<file path="src/hfpa_map.svh">
/*
 * Address map, field positions, reset values and sizes of the host FIFO port block.
 * Assumes a dword-aligned byte address of eight bits; included by its bare name.
 */
`ifndef HFPA_MAP_SVH
`define HFPA_MAP_SVH

// Sizes
`define HFPA_DEPTH         32
`define HFPA_AW            8
`define HFPA_DW            32

// Data windows: sixteen dword aliases each, chosen by address bits 7:6
`define HFPA_WIN_HI        7
`define HFPA_WIN_LO        6
`define HFPA_WIN_RXD       2'h0
`define HFPA_WIN_TXD       2'h1

// Single-dword ports
`define HFPA_RXS_POP       8'h80
`define HFPA_RXS_VIEW      8'h84
`define HFPA_TXS_POP       8'h88
`define HFPA_TXS_VIEW      8'h8c
`define HFPA_CFG           8'h90
`define HFPA_EVT           8'h94
`define HFPA_LVL           8'h98
`define HFPA_SRST          8'h9c

// Size configuration fields, eight bits per slot
`define HFPA_CFG_RXD_LSB   0
`define HFPA_CFG_RXS_LSB   8
`define HFPA_CFG_TXD_LSB   16
`define HFPA_CFG_RST_LIM   8'h20

// Level register fields
`define HFPA_LVL_TXD_LSB   0
`define HFPA_LVL_TXS_LSB   8
`define HFPA_LVL_RXD_LSB   16
`define HFPA_LVL_RXS_LSB   24

// Event register bits and attribute masks
`define HFPA_EVT_W         4
`define HFPA_EVT_RXD_UNDER 0
`define HFPA_EVT_TXD_DROP  1
`define HFPA_EVT_LINK_LOW  2
`define HFPA_EVT_RXS_FULL  3
`define HFPA_EVT_W1C_MASK  4'h1
`define HFPA_EVT_RC_MASK   4'he
`define HFPA_EVT_INV_MASK  4'h4
`define HFPA_EVT_RST       4'h0

// Software reset trigger bit
`define HFPA_SRST_BIT      0

`endif

</file>
<file path="src/hfpa_pkg.sv">
/*
 * Types shared by the host FIFO port block.
 * Assumes hfpa_map.svh for sizes.
 */
`include "hfpa_map.svh"

package hfpa_pkg;

	// One host access as seen after synchronising
	typedef struct packed {
		logic [`HFPA_AW-1:0] addr;
		logic [`HFPA_DW-1:0] wdata;
	} hfpa_req_t;

	// Size limits of the three sizable FIFOs
	typedef struct packed {
		logic [7:0] txd_lim;
		logic [7:0] rxs_lim;
		logic [7:0] rxd_lim;
	} hfpa_cfg_t;

	// Decoded target of a host access
	typedef enum logic [3:0] {
		P_NONE, P_RXD, P_TXD, P_RXS, P_RXS_VIEW, P_TXS, P_TXS_VIEW,
		P_CFG, P_EVT, P_LVL, P_SRST
	} hfpa_port_t;

	// Host access sequencer
	typedef enum logic [1:0] {
		ACC_IDLE, ACC_READ, ACC_WRITE
	} hfpa_acc_t;

endpackage

</file>
<file path="src/hfpa_host_fifo_port.sv">
/*
 * Host access to the receive status, receive data, transmit status and transmit
 * data FIFOs, with size, event, level and software reset registers.
 * Assumes an asynchronous SRAM-like host bus (strobes synchronised here) and
 * MAC datapaths on clk that honour valid/ready.
 */
`timescale 1ns/10ps
`include "hfpa_map.svh"

// Behaviour
// - Writes to read-only registers change nothing.
// - Write-only registers read back as zero.
// - Writing one clears bit; zero ignored.
// - Clear-on-read bits drop after host read.
// - Latched low/high bits hold until read.
// - Soft-reset-immune bits survive software reset.
// - System reset loads every default value; software reset only the FIFOs, event bits and read port.
// - Four FIFOs exposed to the host.
// - Data and receive status sizes configurable.
// - Receive FIFOs cannot be pushed by host.
// - Receive status pop returns and removes head.
// - Receive status view returns head, keeps it.
// - Receive data read always pops the head.
// - Receive data aliased over sixteen dwords.
// - Transmit status pop returns and removes head.
// - Transmit status view returns head, keeps it.
// - Transmit data write-only; reads change nothing.
// - Transmit data aliased over sixteen dwords.
module hfpa_host_fifo_port import hfpa_pkg::*; #(
	parameter int DEPTH     = `HFPA_DEPTH,
	parameter int STS_DEPTH = `HFPA_DEPTH
) (
	input  logic              clk,
	input  logic              rst,
	input  logic              host_cs_n,
	input  logic              host_rd_n,
	input  logic              host_wr_n,
	input  logic [`HFPA_AW-1:0] host_addr,
	input  logic [`HFPA_DW-1:0] host_data_in,
	output logic [`HFPA_DW-1:0] host_data_out,
	output logic              host_data_oe,
	input  logic              link_up,
	input  logic              rx_data_valid,
	output logic              rx_data_ready,
	input  logic [`HFPA_DW-1:0] rx_data_in,
	input  logic              rx_sts_valid,
	output logic              rx_sts_ready,
	input  logic [`HFPA_DW-1:0] rx_sts_in,
	input  logic              tx_sts_valid,
	output logic              tx_sts_ready,
	input  logic [`HFPA_DW-1:0] tx_sts_in,
	output logic              tx_data_valid,
	input  logic              tx_data_ready,
	output logic [`HFPA_DW-1:0] tx_data_out,
	output logic              mac_soft_reset
);

	localparam int LW  = $clog2(DEPTH + 1);
	localparam int SLW = $clog2(STS_DEPTH + 1);

	// Limits travel in eight-bit slots; bigger FIFOs would not fit
	if (DEPTH < 2 || LW > 8 || STS_DEPTH < 2 || SLW > 8) begin : g_bad_depth
		$error("hfpa_host_fifo_port: depths must be 2 to 255");
	end

	// Pin synchronisers: bit 0 cs_n, 1 rd_n, 2 wr_n, 3 link_up
	logic [3:0]        pin_s1_ff;       // First stage, read only by stage two
	logic [3:0]        pin_s2_ff;       // Second stage, safe to use
	hfpa_req_t         req_s1_ff;       // Address and data, first stage
	hfpa_req_t         req_s2_ff;       // Address and data, second stage

	hfpa_acc_t         state_ff;        // Access sequencer
	hfpa_acc_t         nxt_state;
	hfpa_cfg_t         cfg_ff;          // Size limits, kept through soft reset
	logic              srst_ff;         // One-cycle software reset pulse
	logic [`HFPA_DW-1:0] host_data_out_ff; // Read data held for the host
	logic              host_data_oe_ff; // Bus driven during a read

	wire               clr;             // System or software reset
	wire               rd_act;          // Read strobe asserted
	wire               wr_act;          // Write strobe asserted
	wire               rd_go;           // First cycle of a read
	wire               wr_go;           // First cycle of a write
	wire [`HFPA_AW-1:0] addr;           // Synchronised byte address
	wire [`HFPA_AW-1:0] dw_addr;        // Address with byte bits dropped
	wire [`HFPA_DW-1:0] wdata;          // Synchronised write data
	wire [1:0]         win;             // Data window select
	hfpa_port_t        port_sel;        // Decoded target
	wire [`HFPA_DW-1:0] rd_val;         // Read mux result

	// FIFO handshakes
	wire               rxd_vld, rxs_vld, txs_vld, txd_rdy;
	wire [`HFPA_DW-1:0] rxd_dat, rxs_dat, txs_dat;
	wire [LW-1:0]      rxd_lvl, txd_lvl;
	wire [SLW-1:0]     rxs_lvl, txs_lvl;
	wire               rxd_pop, rxs_pop, txs_pop, txd_push;

	// Event register wiring
	wire [`HFPA_EVT_W-1:0] evt_set;
	wire [`HFPA_EVT_W-1:0] evt_bits;
	wire [`HFPA_DW-1:0]    evt_word;
	wire [`HFPA_DW-1:0]    cfg_word;
	wire [`HFPA_DW-1:0]    lvl_word;

	// FIFOs, event bits and read port fall back to their defaults on either reset
	assign clr = rst | srst_ff;

	// Two flops on every pin; reset to idle levels, so no false link event
	always_ff @(posedge clk) begin
		if (rst) begin
			pin_s1_ff <= 4'hf;
			pin_s2_ff <= 4'hf;
			req_s1_ff <= '0;
			req_s2_ff <= '0;
		end else begin
			pin_s1_ff <= {link_up, host_wr_n, host_rd_n, host_cs_n};
			pin_s2_ff <= pin_s1_ff;
			req_s1_ff <= '{addr: host_addr, wdata: host_data_in};
			req_s2_ff <= req_s1_ff;
		end
	end

	// Strobes; address and data must be stable while a strobe is low
	assign rd_act  = ~pin_s2_ff[0] & ~pin_s2_ff[1];
	assign wr_act  = ~pin_s2_ff[0] & ~pin_s2_ff[2] & pin_s2_ff[1];
	assign rd_go   = (state_ff == ACC_IDLE) & rd_act;
	assign wr_go   = (state_ff == ACC_IDLE) & wr_act & ~rd_act;
	assign addr    = req_s2_ff.addr;
	assign wdata   = req_s2_ff.wdata;
	assign dw_addr = {addr[`HFPA_AW-1:2], 2'b00};
	assign win     = addr[`HFPA_WIN_HI:`HFPA_WIN_LO];

	// Address decode; both data windows span sixteen dwords
	assign port_sel =
		(win == `HFPA_WIN_RXD)       ? P_RXD :
		(win == `HFPA_WIN_TXD)       ? P_TXD :
		(dw_addr == `HFPA_RXS_POP)   ? P_RXS :
		(dw_addr == `HFPA_RXS_VIEW)  ? P_RXS_VIEW :
		(dw_addr == `HFPA_TXS_POP)   ? P_TXS :
		(dw_addr == `HFPA_TXS_VIEW)  ? P_TXS_VIEW :
		(dw_addr == `HFPA_CFG)       ? P_CFG :
		(dw_addr == `HFPA_EVT)       ? P_EVT :
		(dw_addr == `HFPA_LVL)       ? P_LVL :
		(dw_addr == `HFPA_SRST)      ? P_SRST : P_NONE;

	// Access sequencer: one action per strobe, then wait for release
	always_comb begin
		nxt_state = state_ff;
		case (state_ff)
			ACC_IDLE: begin
				if (rd_act) begin
					nxt_state = ACC_READ;
				end else if (wr_act) begin
					nxt_state = ACC_WRITE;
				end
			end
			ACC_READ: begin
				if (!rd_act) begin
					nxt_state = ACC_IDLE;
				end
			end
			ACC_WRITE: begin
				if (!wr_act) begin
					nxt_state = ACC_IDLE;
				end
			end
			default: begin
				nxt_state = ACC_IDLE;
			end
		endcase
	end

	// Sequencer held by system reset only, so a soft reset mid-strobe
	// cannot launch a second access from the same strobe
	always_ff @(posedge clk) begin
		if (rst) begin
			state_ff <= ACC_IDLE;
		end else begin
			state_ff <= nxt_state;
		end
	end

	// Pops happen once, on the first cycle of the read
	assign rxd_pop  = rd_go & (port_sel == P_RXD);
	assign rxs_pop  = rd_go & (port_sel == P_RXS);
	assign txs_pop  = rd_go & (port_sel == P_TXS);
	// Only the pop port drains; a view leaves the head alone
	// so the next pop returns the very same entry
	// One push per write strobe, whatever the alias
	assign txd_push = wr_go & (port_sel == P_TXD);

	// Receive data: MAC fills, host drains; host has no push path
	hfpa_fifo #(.WIDTH(`HFPA_DW), .DEPTH(DEPTH)) u_rxd (
		.clk       (clk),
		.clr       (clr),
		.limit     (cfg_ff.rxd_lim[LW-1:0]),
		.in_valid  (rx_data_valid),
		.in_ready  (rx_data_ready),
		.in_data   (rx_data_in),
		.out_valid (rxd_vld),
		.out_ready (rxd_pop),
		.out_data  (rxd_dat),
		.level     (rxd_lvl)
	);

	// Receive status: MAC fills, host pops or views
	hfpa_fifo #(.WIDTH(`HFPA_DW), .DEPTH(STS_DEPTH)) u_rxs (
		.clk       (clk),
		.clr       (clr),
		.limit     (cfg_ff.rxs_lim[SLW-1:0]),
		.in_valid  (rx_sts_valid),
		.in_ready  (rx_sts_ready),
		.in_data   (rx_sts_in),
		.out_valid (rxs_vld),
		.out_ready (rxs_pop),
		.out_data  (rxs_dat),
		.level     (rxs_lvl)
	);

	// Transmit status: fixed size, MAC fills, host pops or views
	hfpa_fifo #(.WIDTH(`HFPA_DW), .DEPTH(STS_DEPTH)) u_txs (
		.clk       (clk),
		.clr       (clr),
		.limit     ('0),
		.in_valid  (tx_sts_valid),
		.in_ready  (tx_sts_ready),
		.in_data   (tx_sts_in),
		.out_valid (txs_vld),
		.out_ready (txs_pop),
		.out_data  (txs_dat),
		.level     (txs_lvl)
	);

	// Transmit data: host fills, MAC drains and may stall
	hfpa_fifo #(.WIDTH(`HFPA_DW), .DEPTH(DEPTH)) u_txd (
		.clk       (clk),
		.clr       (clr),
		.limit     (cfg_ff.txd_lim[LW-1:0]),
		.in_valid  (txd_push),
		.in_ready  (txd_rdy),
		.in_data   (wdata),
		.out_valid (tx_data_valid),
		.out_ready (tx_data_ready),
		.out_data  (tx_data_out),
		.level     (txd_lvl)
	);

	// Event sources; link and status-full latch until the host reads
	assign evt_set[`HFPA_EVT_RXD_UNDER] = rxd_pop & ~rxd_vld;
	assign evt_set[`HFPA_EVT_TXD_DROP]  = txd_push & ~txd_rdy;
	assign evt_set[`HFPA_EVT_LINK_LOW]  = ~pin_s2_ff[3];
	assign evt_set[`HFPA_EVT_RXS_FULL]  = ~rx_sts_ready;

	// Underrun is write-one-clear; the other three clear on read
	hfpa_sticky #(
		.W        (`HFPA_EVT_W),
		.W1C_MASK (`HFPA_EVT_W1C_MASK),
		.RC_MASK  (`HFPA_EVT_RC_MASK),
		.RST_VAL  (`HFPA_EVT_RST)
	) u_evt (
		.clk     (clk),
		.clr     (clr),
		.set_ev  (evt_set),
		.wr_one  (wr_go & (port_sel == P_EVT)),
		.wr_data (wdata[`HFPA_EVT_W-1:0]),
		.rd_hit  (rd_go & (port_sel == P_EVT)),
		.bits    (evt_bits)
	);

	// Latch-low bit reads zero while latched
	assign evt_word = {{(`HFPA_DW-`HFPA_EVT_W){1'b0}}, evt_bits ^ `HFPA_EVT_INV_MASK};
	assign cfg_word = {8'h00, cfg_ff.txd_lim, cfg_ff.rxs_lim, cfg_ff.rxd_lim};
	assign lvl_word = (`HFPA_DW'(rxs_lvl) << `HFPA_LVL_RXS_LSB)
	                | (`HFPA_DW'(rxd_lvl) << `HFPA_LVL_RXD_LSB)
	                | (`HFPA_DW'(txs_lvl) << `HFPA_LVL_TXS_LSB)
	                | (`HFPA_DW'(txd_lvl) << `HFPA_LVL_TXD_LSB);

	// Read mux; empty FIFOs, write-only and unmapped ports give zero
	assign rd_val =
		(port_sel == P_RXD)                             ? (rxd_vld ? rxd_dat : '0) :
		(port_sel == P_RXS || port_sel == P_RXS_VIEW)   ? (rxs_vld ? rxs_dat : '0) :
		(port_sel == P_TXS || port_sel == P_TXS_VIEW)   ? (txs_vld ? txs_dat : '0) :
		(port_sel == P_CFG)                             ? cfg_word :
		(port_sel == P_EVT)                             ? evt_word :
		(port_sel == P_LVL)                             ? lvl_word : '0;

	// Read data captured once and held while the strobe stays low
	always_ff @(posedge clk) begin
		if (clr) begin
			host_data_out_ff <= '0;
			host_data_oe_ff  <= 1'b0;
		end else begin
			if (rd_go) begin
				host_data_out_ff <= rd_val;
			end
			host_data_oe_ff <= (nxt_state == ACC_READ);
		end
	end

	// Size limits survive a software reset; only system reset restores them
	// Level register has no write path at all
	always_ff @(posedge clk) begin
		if (rst) begin
			cfg_ff <= '{txd_lim: `HFPA_CFG_RST_LIM, rxs_lim: `HFPA_CFG_RST_LIM,
			            rxd_lim: `HFPA_CFG_RST_LIM};
		end else if (wr_go && port_sel == P_CFG) begin
			cfg_ff.rxd_lim <= wdata[`HFPA_CFG_RXD_LSB +: 8];
			cfg_ff.rxs_lim <= wdata[`HFPA_CFG_RXS_LSB +: 8];
			cfg_ff.txd_lim <= wdata[`HFPA_CFG_TXD_LSB +: 8];
		end
	end

	// Self-clearing software reset trigger, also handed to the MAC
	always_ff @(posedge clk) begin
		if (rst) begin
			srst_ff <= 1'b0;
		end else begin
			srst_ff <= wr_go & (port_sel == P_SRST) & wdata[`HFPA_SRST_BIT];
		end
	end

	assign host_data_out  = host_data_out_ff;
	assign host_data_oe   = host_data_oe_ff;
	assign mac_soft_reset = srst_ff;

endmodule

</file>
<file path="src/hfpa_fifo.sv">
/*
 * Shift-register FIFO with valid/ready on both sides and a run-time size limit.
 * Assumes one clock; clr is a synchronous clear; head sits in word zero.
 */
`timescale 1ns/10ps

module hfpa_fifo #(
	parameter int WIDTH = 32,
	parameter int DEPTH = 32,
	localparam int CW   = $clog2(DEPTH + 1)
) (
	input  logic             clk,
	input  logic             clr,
	input  logic [CW-1:0]    limit,
	input  logic             in_valid,
	output logic             in_ready,
	input  logic [WIDTH-1:0] in_data,
	output logic             out_valid,
	input  logic             out_ready,
	output logic [WIDTH-1:0] out_data,
	output logic [CW-1:0]    level
);

	// Refuse sizes the shifter cannot serve
	if (DEPTH < 2 || WIDTH < 1) begin : g_bad_size
		$error("hfpa_fifo: DEPTH must be at least 2");
	end

	logic [WIDTH-1:0] mem_ff [DEPTH];     // Storage, head at index 0
	logic [WIDTH-1:0] nxt_mem [DEPTH];    // Next storage image
	logic [CW-1:0]    count_ff;           // Words held
	logic             full_ff;            // Registered full flag
	logic             valid_ff;           // Registered not-empty flag
	wire  [CW-1:0]    eff_lim;            // Usable depth
	wire              push;               // Word accepted
	wire              pop;                // Word drained
	wire  [CW-1:0]    nxt_count;          // Count after this cycle
	wire  [CW-1:0]    wr_idx;             // Slot for the new word

	// Zero or oversize limit means the full depth
	assign eff_lim   = (limit == '0 || limit > CW'(DEPTH)) ? CW'(DEPTH) : limit;
	assign push      = in_valid & ~full_ff;
	assign pop       = out_ready & valid_ff;
	assign nxt_count = CW'(count_ff + CW'(push) - CW'(pop));
	assign wr_idx    = pop ? CW'(count_ff - 1'b1) : count_ff;
	assign in_ready  = ~full_ff;
	assign out_valid = valid_ff;
	assign out_data  = mem_ff[0];
	assign level     = count_ff;

	// Shift on pop, drop new word behind the last one
	always_comb begin
		for (int i = 0; i < DEPTH; i++) begin
			nxt_mem[i] = (pop && i < DEPTH - 1) ? mem_ff[(i + 1) % DEPTH] : mem_ff[i];
			if (push && CW'(i) == wr_idx) begin
				nxt_mem[i] = in_data;
			end
		end
	end

	// Flags registered so ready and valid leave from flops
	always_ff @(posedge clk) begin
		if (clr) begin
			count_ff <= '0;
			full_ff  <= 1'b0;
			valid_ff <= 1'b0;
		end else begin
			count_ff <= nxt_count;
			full_ff  <= (nxt_count >= eff_lim);
			valid_ff <= (nxt_count != '0);
		end
	end

	// Storage needs no reset: flags guard every read
	always_ff @(posedge clk) begin
		mem_ff <= nxt_mem;
	end

endmodule

</file>
<file path="src/hfpa_sticky.sv">
/*
 * Sticky status bits with per-bit write-one-to-clear and clear-on-read.
 * Assumes one-cycle write and read strobes from the host sequencer.
 */
`timescale 1ns/10ps

module hfpa_sticky #(
	parameter int           W        = 4,
	parameter logic [W-1:0] W1C_MASK = '0,
	parameter logic [W-1:0] RC_MASK  = '0,
	parameter logic [W-1:0] RST_VAL  = '0
) (
	input  logic         clk,
	input  logic         clr,
	input  logic [W-1:0] set_ev,
	input  logic         wr_one,
	input  logic [W-1:0] wr_data,
	input  logic         rd_hit,
	output logic [W-1:0] bits
);

	if (W < 1) begin : g_bad_width
		$error("hfpa_sticky: W must be at least 1");
	end

	logic [W-1:0] bits_ff;      // Held flags
	wire  [W-1:0] clr_mask;     // Bits cleared this cycle
	wire  [W-1:0] nxt_bits;     // Next flags

	// Writing one clears, zero leaves alone; a read clears its own bits
	assign clr_mask = ({W{wr_one}} & wr_data & W1C_MASK) | ({W{rd_hit}} & RC_MASK);
	// Event in the clearing cycle survives: set wins
	assign nxt_bits = (bits_ff & ~clr_mask) | set_ev;
	assign bits     = bits_ff;

	// Flag store
	always_ff @(posedge clk) begin
		if (clr) begin
			bits_ff <= RST_VAL;
		end else begin
			bits_ff <= nxt_bits;
		end
	end

endmodule

</file>
<file path="config.mk">
export PLATFORM = sky130hd
export DESIGN_NAME = hfpa_host_fifo_port
export DESIGN_NICKNAME = d
export VERILOG_FILES = /design/src/hfpa_pkg.sv /design/src/hfpa_host_fifo_port.sv /design/src/hfpa_fifo.sv /design/src/hfpa_sticky.sv
export VERILOG_INCLUDE_DIRS = /design/src
export SDC_FILE = /design/constraint.sdc
export NUM_CORES = 2
export LEC_CHECK = 0
export BUFFER_PORTS_ARGS = -buffer_cell sky130_fd_sc_hd__buf_2
export CAP_MARGIN = 30
export CORE_MARGIN = 2
export CORE_UTILIZATION = 55
export CTS_CLUSTER_DIAMETER = 50
export DETAILED_ROUTE_END_ITERATION = 10
export PLACE_DENSITY = 0.71
export REMOVE_ABC_BUFFERS = 1
export SETUP_SLACK_MARGIN = 0.4
export SLEW_MARGIN = 25
export SYNTH_ARGS = -nofsm -noshare
export SYNTH_HDL_FRONTEND = slang
export SYNTH_HIERARCHICAL = 1
export SYNTH_SLANG_ARGS = --single-unit
</file>
<file path="constraint.sdc">
create_clock -name clk -period 10.52 [get_ports clk]
set_input_delay 0.526 -clock clk [delete_from_list [all_inputs] [get_ports clk]]
set_output_delay 0.526 -clock clk [all_outputs]
set_load 0.05 [all_outputs]
</file>
# Word-level counts from Yosys, hierarchy flattened
# Index checks and enable logic that the tools add are counted.
# classes
n_addsub	12
n_mux	279
n_reduce_logical	271
n_lt_le_gt_ge	7
eq_ne	146
bitwise_logic	44
# ops
op	count
two-way mux 32 bit	254
== test 5 x 6 -> 1 bit, first input constant	64
nonzero test 2 bit	124
== test 4 x 6 -> 1 bit, first input constant	32
logical AND 1 bit	129
== test 3 x 6 -> 1 bit, first input constant	16
two-way mux 30 bit	3
== test 2 x 6 -> 1 bit, first input constant	8
== test 6 bit, second input constant	8
logical NOT 6 bit	7
two-way mux 6 bit	7
two-way mux 4 bit	10
OR 30 x 14 -> 30 bit	1
OR 30 x 22 -> 30 bit	1
OR 30 x 6 -> 30 bit	1
AND 1 bit	25
adder 6 x 1 -> 6 bit	4
== test 1 x 6 -> 1 bit, first input constant	4
nonzero test 6 bit	4
subtractor 6 x 1 -> 6 bit	4
subtractor 6 x 1 -> 6 bit, second input constant	4
greater-or-equal comparator 6 bit	3
greater-than comparator 6 bit, second input constant	3
== test 4 x 3 -> 1 bit, second input constant	4
other kinds (16)	39
# totals
regBits	4280

# Longest topological paths before layout
# logic_depth
word_depth	18
depth_mapped	21
depth_no_buf	16

# Hierarchy
# Netlist, hierarchy kept.
# by_module_without_submodules
module	area_per_inst_um2	n_inst	seq_area_each_um2	cells_each
hfpa_fifo (u_rxs ...)	44516.4	2	30909.6	2425
hfpa_fifo (u_rxd)	45746.4	1	30909.6	2441
hfpa_fifo (u_txs)	44564.0	1	30909.6	2448
hfpa_host_fifo_port	5656.7	1	2882.8	596
hfpa_sticky	147.6	1	80.1	16

# Worst setup path after synthesis
# OpenSTA, ideal clock, no wires.
# synth_path
path_type	register to register
start	register state_ff[1]
end	register u_rxd/mem_ff[640] (netlist name) (enable)
t_arrival_ps	5591
stages_incl_launch_ff	11
t_required_ps	10054
slack_ps	4463
path_buffers	3
path_cell_list	dfxtp_1 clkbuf_1 or4_1 clkbuf_1 clkbuf_1 nor3_1 nand3_1 o2bb2ai_2 nor4_4 nand2_1 o21ai_0
# synth_between
elab_chain_len	8
# synth_lines
item	line_no	source
from (decl)	hfpa_host_fifo_port.sv:72	hfpa_acc_t state_ff;
from (signal assigned)	hfpa_host_fifo_port.sv:179	state_ff <= nxt_state;
logical NOT 2 bit *	hfpa_host_fifo_port.sv:126	assign rd_go = (state_ff == ACC_IDLE) & rd_act;
AND 1 bit *	hfpa_host_fifo_port.sv:126	
AND 1 bit *	hfpa_host_fifo_port.sv:184	assign rxd_pop = rd_go & (port_sel == P_RXD);
named net rxd_pop	hfpa_host_fifo_port.sv:96	wire rxd_pop, rxs_pop, txs_pop, txd_push;
AND 1 bit *	hfpa_fifo.sv:43	assign pop = out_ready & valid_ff;
two-way mux 6 bit	hfpa_fifo.sv:45	assign wr_idx = pop ? CW'(count_ff - 1'b1) : count_ff;
== test 4 x 6 -> 1 bit	hfpa_fifo.sv:55	if (push && CW'(i) == wr_idx) begin
logical AND 1 bit	hfpa_fifo.sv:55	
nonzero test 2 bit (no source line) *	--	
to (signal assigned)	hfpa_fifo.sv:76	mem_ff <= nxt_mem;
to (decl)	hfpa_fifo.sv:29	logic [WIDTH-1:0] mem_ff [DEPTH];
# The timed path passes the listed nets; every way through them passes the cells marked *.
# A chain may end at the register's enable or synchronous reset.

# Worst setup path after layout
# layout_path
start	register state_ff[1]
end	register u_rxs/mem_ff[719] (netlist name) (enable)
# layout_between
elab_chain_len	8
# layout_lines
item	line_no	source
logical NOT 2 bit *	hfpa_host_fifo_port.sv:126	
AND 1 bit *	hfpa_host_fifo_port.sv:126	
AND 1 bit *	hfpa_host_fifo_port.sv:185	assign rxs_pop = rd_go & (port_sel == P_RXS);
named net rxs_pop	hfpa_host_fifo_port.sv:96	
AND 1 bit *	hfpa_fifo.sv:43	
two-way mux 6 bit	hfpa_fifo.sv:45	
== test 4 x 6 -> 1 bit	hfpa_fifo.sv:55	
logical AND 1 bit	hfpa_fifo.sv:55	
nonzero test 2 bit (no source line) *	--	
to (signal assigned)	hfpa_fifo.sv:76	
to (decl)	hfpa_fifo.sv:29	
# Marked as above.

==> impl_metrics.csv <==
group,metric,value,unit
sta,min_period,6.01,ns
sta,setup_slack,4.51,ns
synthesis,synth_most_common_cell,"edfxtp_1",
synthesis,synth-async-reset-ratio,0,%
routing,postRouteAntennaNets,0,
power_and_ir_drop,power.internal,29900,uW
floorplanning,die_area,341000,sq um
routing,first_pass_iters,6,
placed_design,port_buffers,213,
power_and_ir_drop,pwr-share-clk,40.5,%
sta,finClkSkew,0.0472,ns
worst_hold_path,hold_end,"u_rxd/mem_ff[13]",
cts,cts_setup_buffers,0,
critical_path,arrival,6.63,ns
placed_design,gp_congestion,0.906,
critical_path,cp_slowest_cell,"nand2_1",
synthesis,syn-cell-area,185000,sq um
sta,fin_crit_sh,57.1,%
layout,postLayoutCellArea,205000,sq um
cts,tritoncts,"done",
synthesis,synth.distinct_cells,84,
critical_path,required,11.14,ns
routing,wl,352,mm
power_and_ir_drop,power_density,190,nW/um^2
critical_path,r2r_cells,9,
cts,cts_root_buf,"clkbuf_16",
floorplanning,die_h,584,um
critical_path,slowest_delay,0.85,ns
cts,clk_pin_slew,0.06,ns
layout,final_util,61.0,%
floorplanning,die_width,584,um
sta,slew_headroom,25.7,%
routing,wire_per_inst,23.2,um
layout,drive_above_1_share,37.3,%
sta,setup_violations,0,
placed_design,post_dp_cell_area,189000,sq um
cts,cts_resized,0,
synthesis,synth_edf_count,4096,
power_and_ir_drop,seqPwrFrac,51.1,%
power_and_ir_drop,combPwrFrac,8.4,%
power_and_ir_drop,finalPower,38900,uW
global_route,grt-ovfl-total,0,
critical_path,ff2ff_setup_slack,4.51,ns
critical_path,worst-path-buf-inv,2,
floorplanning,rows,213,
routing,routed_via_density,5.81,
critical_path,rr_endpoint,"u_rxs/mem_ff[719]",
synthesis,synth_top_area_share,66.4,%
layout,fin_nets,10600,
power_and_ir_drop,p_leak,0.0700,uW
routing,route.vias.total,88200,
sta,tightestPinTransition,1.12,ns
critical_path,reg2reg_from,"state_ff[1]",
cts,cts_buffer_depth,4,
power_and_ir_drop,p_sw,9010,uW
worst_hold_path,hp-class,"input port to flip-flop",
cts,clk_latency,0.97,ns
cts,cts.sinks,4276,
floorplanning,coreArea,336000,sq um
global_route,grt_pass1_wl,551,mm
global_route,antenna_found_initial,11,
sta,finalSetupTns,0,ns
sta,max_freq,0.166,GHz
placed_design,place_ws,4.37,ns
placed_design,place_hpwl,217,mm
status,outcome,"finished clean",
layout,area_growth,10.6,%
power_and_ir_drop,vdd_ir_drop_max,164,uV
sta,hold_viol,0,
global_route,track_usage,20.4,%
critical_path,crit_fanout,44,
routing,drc,0,
cts,cts_max_level,5,
critical_path,startpoint_type,"flip-flop",
floorplanning,ios,216,
global_route,grt_max_degree,77,
synthesis,synthesis.instances,10400,
cts,ctsHoldBuffers,62,
critical_path,cp-end-kind,"flip-flop",
synthesis,synth-main-ff-cell,"edfxtp_1",
sta,grt_setup_unrepaired,"false",
worst_hold_path,min_from,"rx_data_in[13]",
synthesis,yosysSeqAreaShare,68.4,%
critical_path,path_delay_family,"simple AND/OR/NAND/NOR gates",
critical_path,worstSetupPathType,"flip-flop to flip-flop",
synthesis,yosysTopAreaCell,"edfxtp_1",
synthesis,ys_ff_latch,4276,
floorplanning,start_util,55.1,%
power_and_ir_drop,swShare,23.1,%
critical_path,crit_chain,"or4_2 -> buf_4 -> nor3_2 -> nand2_4 -> or3_4 -> a21oi_4 -> nand3_2 -> nand2_1 -> buf_4",
synthesis,synth_common_cells,"edfxtp_1, mux2_2, mux2_1, clkbuf_1, buf_2",
flow_run,drv_cap,0,
synthesis,yosys_warnings,6,
critical_path,critPathMostFrequentCell,"buf_4",
sta,final_max_slew_viol_count,0,
synthesis,synth_area_leaders,"edfxtp_1, mux2_2, mux2_1",
worst_hold_path,hold_depth,1,
synthesis,syn_avg_cell_area,17.9,sq um
cts,cts_buffers,459,
routing,drt_iter0_drc,6265,
global_route,grt_pass1_vias,93000,
==> layer usage <==
layer	routed length (um)	GRT usage, %
met3	15900	2.76
met1	149000	26.8
met5	45	0
met2	171000	34.3
met4	15700	8.75
==> cell usage in the layout (no fill, tap or decap), drive strengths merged, types with 12 or more instances in the layout <==
| cell | count |
|---|---|
| nand2b | 33 |
| a221oi | 14 |
| nor2b | 93 |
| o32ai | 12 |
| mux2 | 3983 |
| mux2i | 24 |
| or2 | 25 |
| nand2 | 157 |
| dlygate4sd3 | 62 |
| o21bai | 16 |
| nor2 | 64 |
| conb | 16 |
| edfxtp | 4096 |
| clkinvlp | 21 |
| buf | 461 |
| nand4 | 25 |
| nor3 | 22 |
| o21ai | 72 |
| nand3 | 107 |
| ha | 68 |
| clkinv | 182 |
| bufinv | 34 |
| nor4 | 27 |
| a21oi | 99 |
| a22oi | 29 |
| inv | 103 |
| dfxtp | 180 |
| clkbuf | 579 |
| xnor2 | 34 |
==> registers in the layout, summed over array words and instances, names as in the netlist, 2 cells and up <==
signal and cells:
u_rxd/mem_ff 992, u_rxs/mem_ff 992, u_txd/mem_ff 992, u_txs/mem_ff 992
req_s1_ff 38, host_data_out 32, u_rxd/out_data 32, u_rxs/out_data 32
u_txd/out_data 32, u_txs/out_data 32, wdata 32, cfg_ff 24
addr 6, u_rxd/level 6, u_rxs/level 6, u_txd/level 6
u_txs/level 6, pin_s1_ff 4, pin_s2_ff 4, u_evt/bits 4
state_ff 2
==> per-stage QoR <==
stage,hold WS (ns),std cells
4_1_cts,0.0351,15200
5_1_grt,0.119,15200
6_report,0.115,15200
3_3_place_gp,0.427,14200
3_5_place_dp,0.427,14200
2_1_floorplan,0.389,9380
==> power groups by stage <==
stage / logic, uW / registers (uW) / clock network (uW)
after floorplan: 2100 / 20200 / 0
after global placement: 3130 / 20300 / 0
after detailed placement: 3210 / 20300 / 0
after CTS: 3260 / 19900 / 16100
after global routing: 3560 / 20000 / 16700
final: 3280 / 19900 / 15800
==> cell type report <==
class,count,area (sq um)
inverters,63,236
fillers,23600,131000
clock inverters,277,2630
diodes,10,25.0
multi-input cells,5041,53700
clock buffers,577,12300
flip-flops and latches,4276,127000
repair buffers,525,3800
well taps,4407,5510
==> worst max path at each step <==
stage | startpoint | end | cells after the start
2_1_floorplan | state_ff[1] | u_txs/mem_ff[512] | 7
3_3_place_gp | state_ff[1] | u_rxs/mem_ff[472] | 9
3_5_place_dp | state_ff[1] | u_rxs/mem_ff[472] | 9
4_1_cts | state_ff[1] | u_rxs/mem_ff[474] | 9
5_1_grt | state_ff[1] | u_rxs/mem_ff[723] | 9
6_report | state_ff[1] | u_rxs/mem_ff[719] | 9
==> cells by family after synthesis <==
family          after synthesis  synth area share, %
flops                      4276                 68.4
mux                        4007                 24.9
buf+inv                    1049                 2.81
simple gates                599                 2.03
other cells                   1              0.00203
compound gates              313                 1.17
fa+ha+maj                    72                0.503
xor+xnor                     34                0.181
Power figures use the tool's default switching activity.
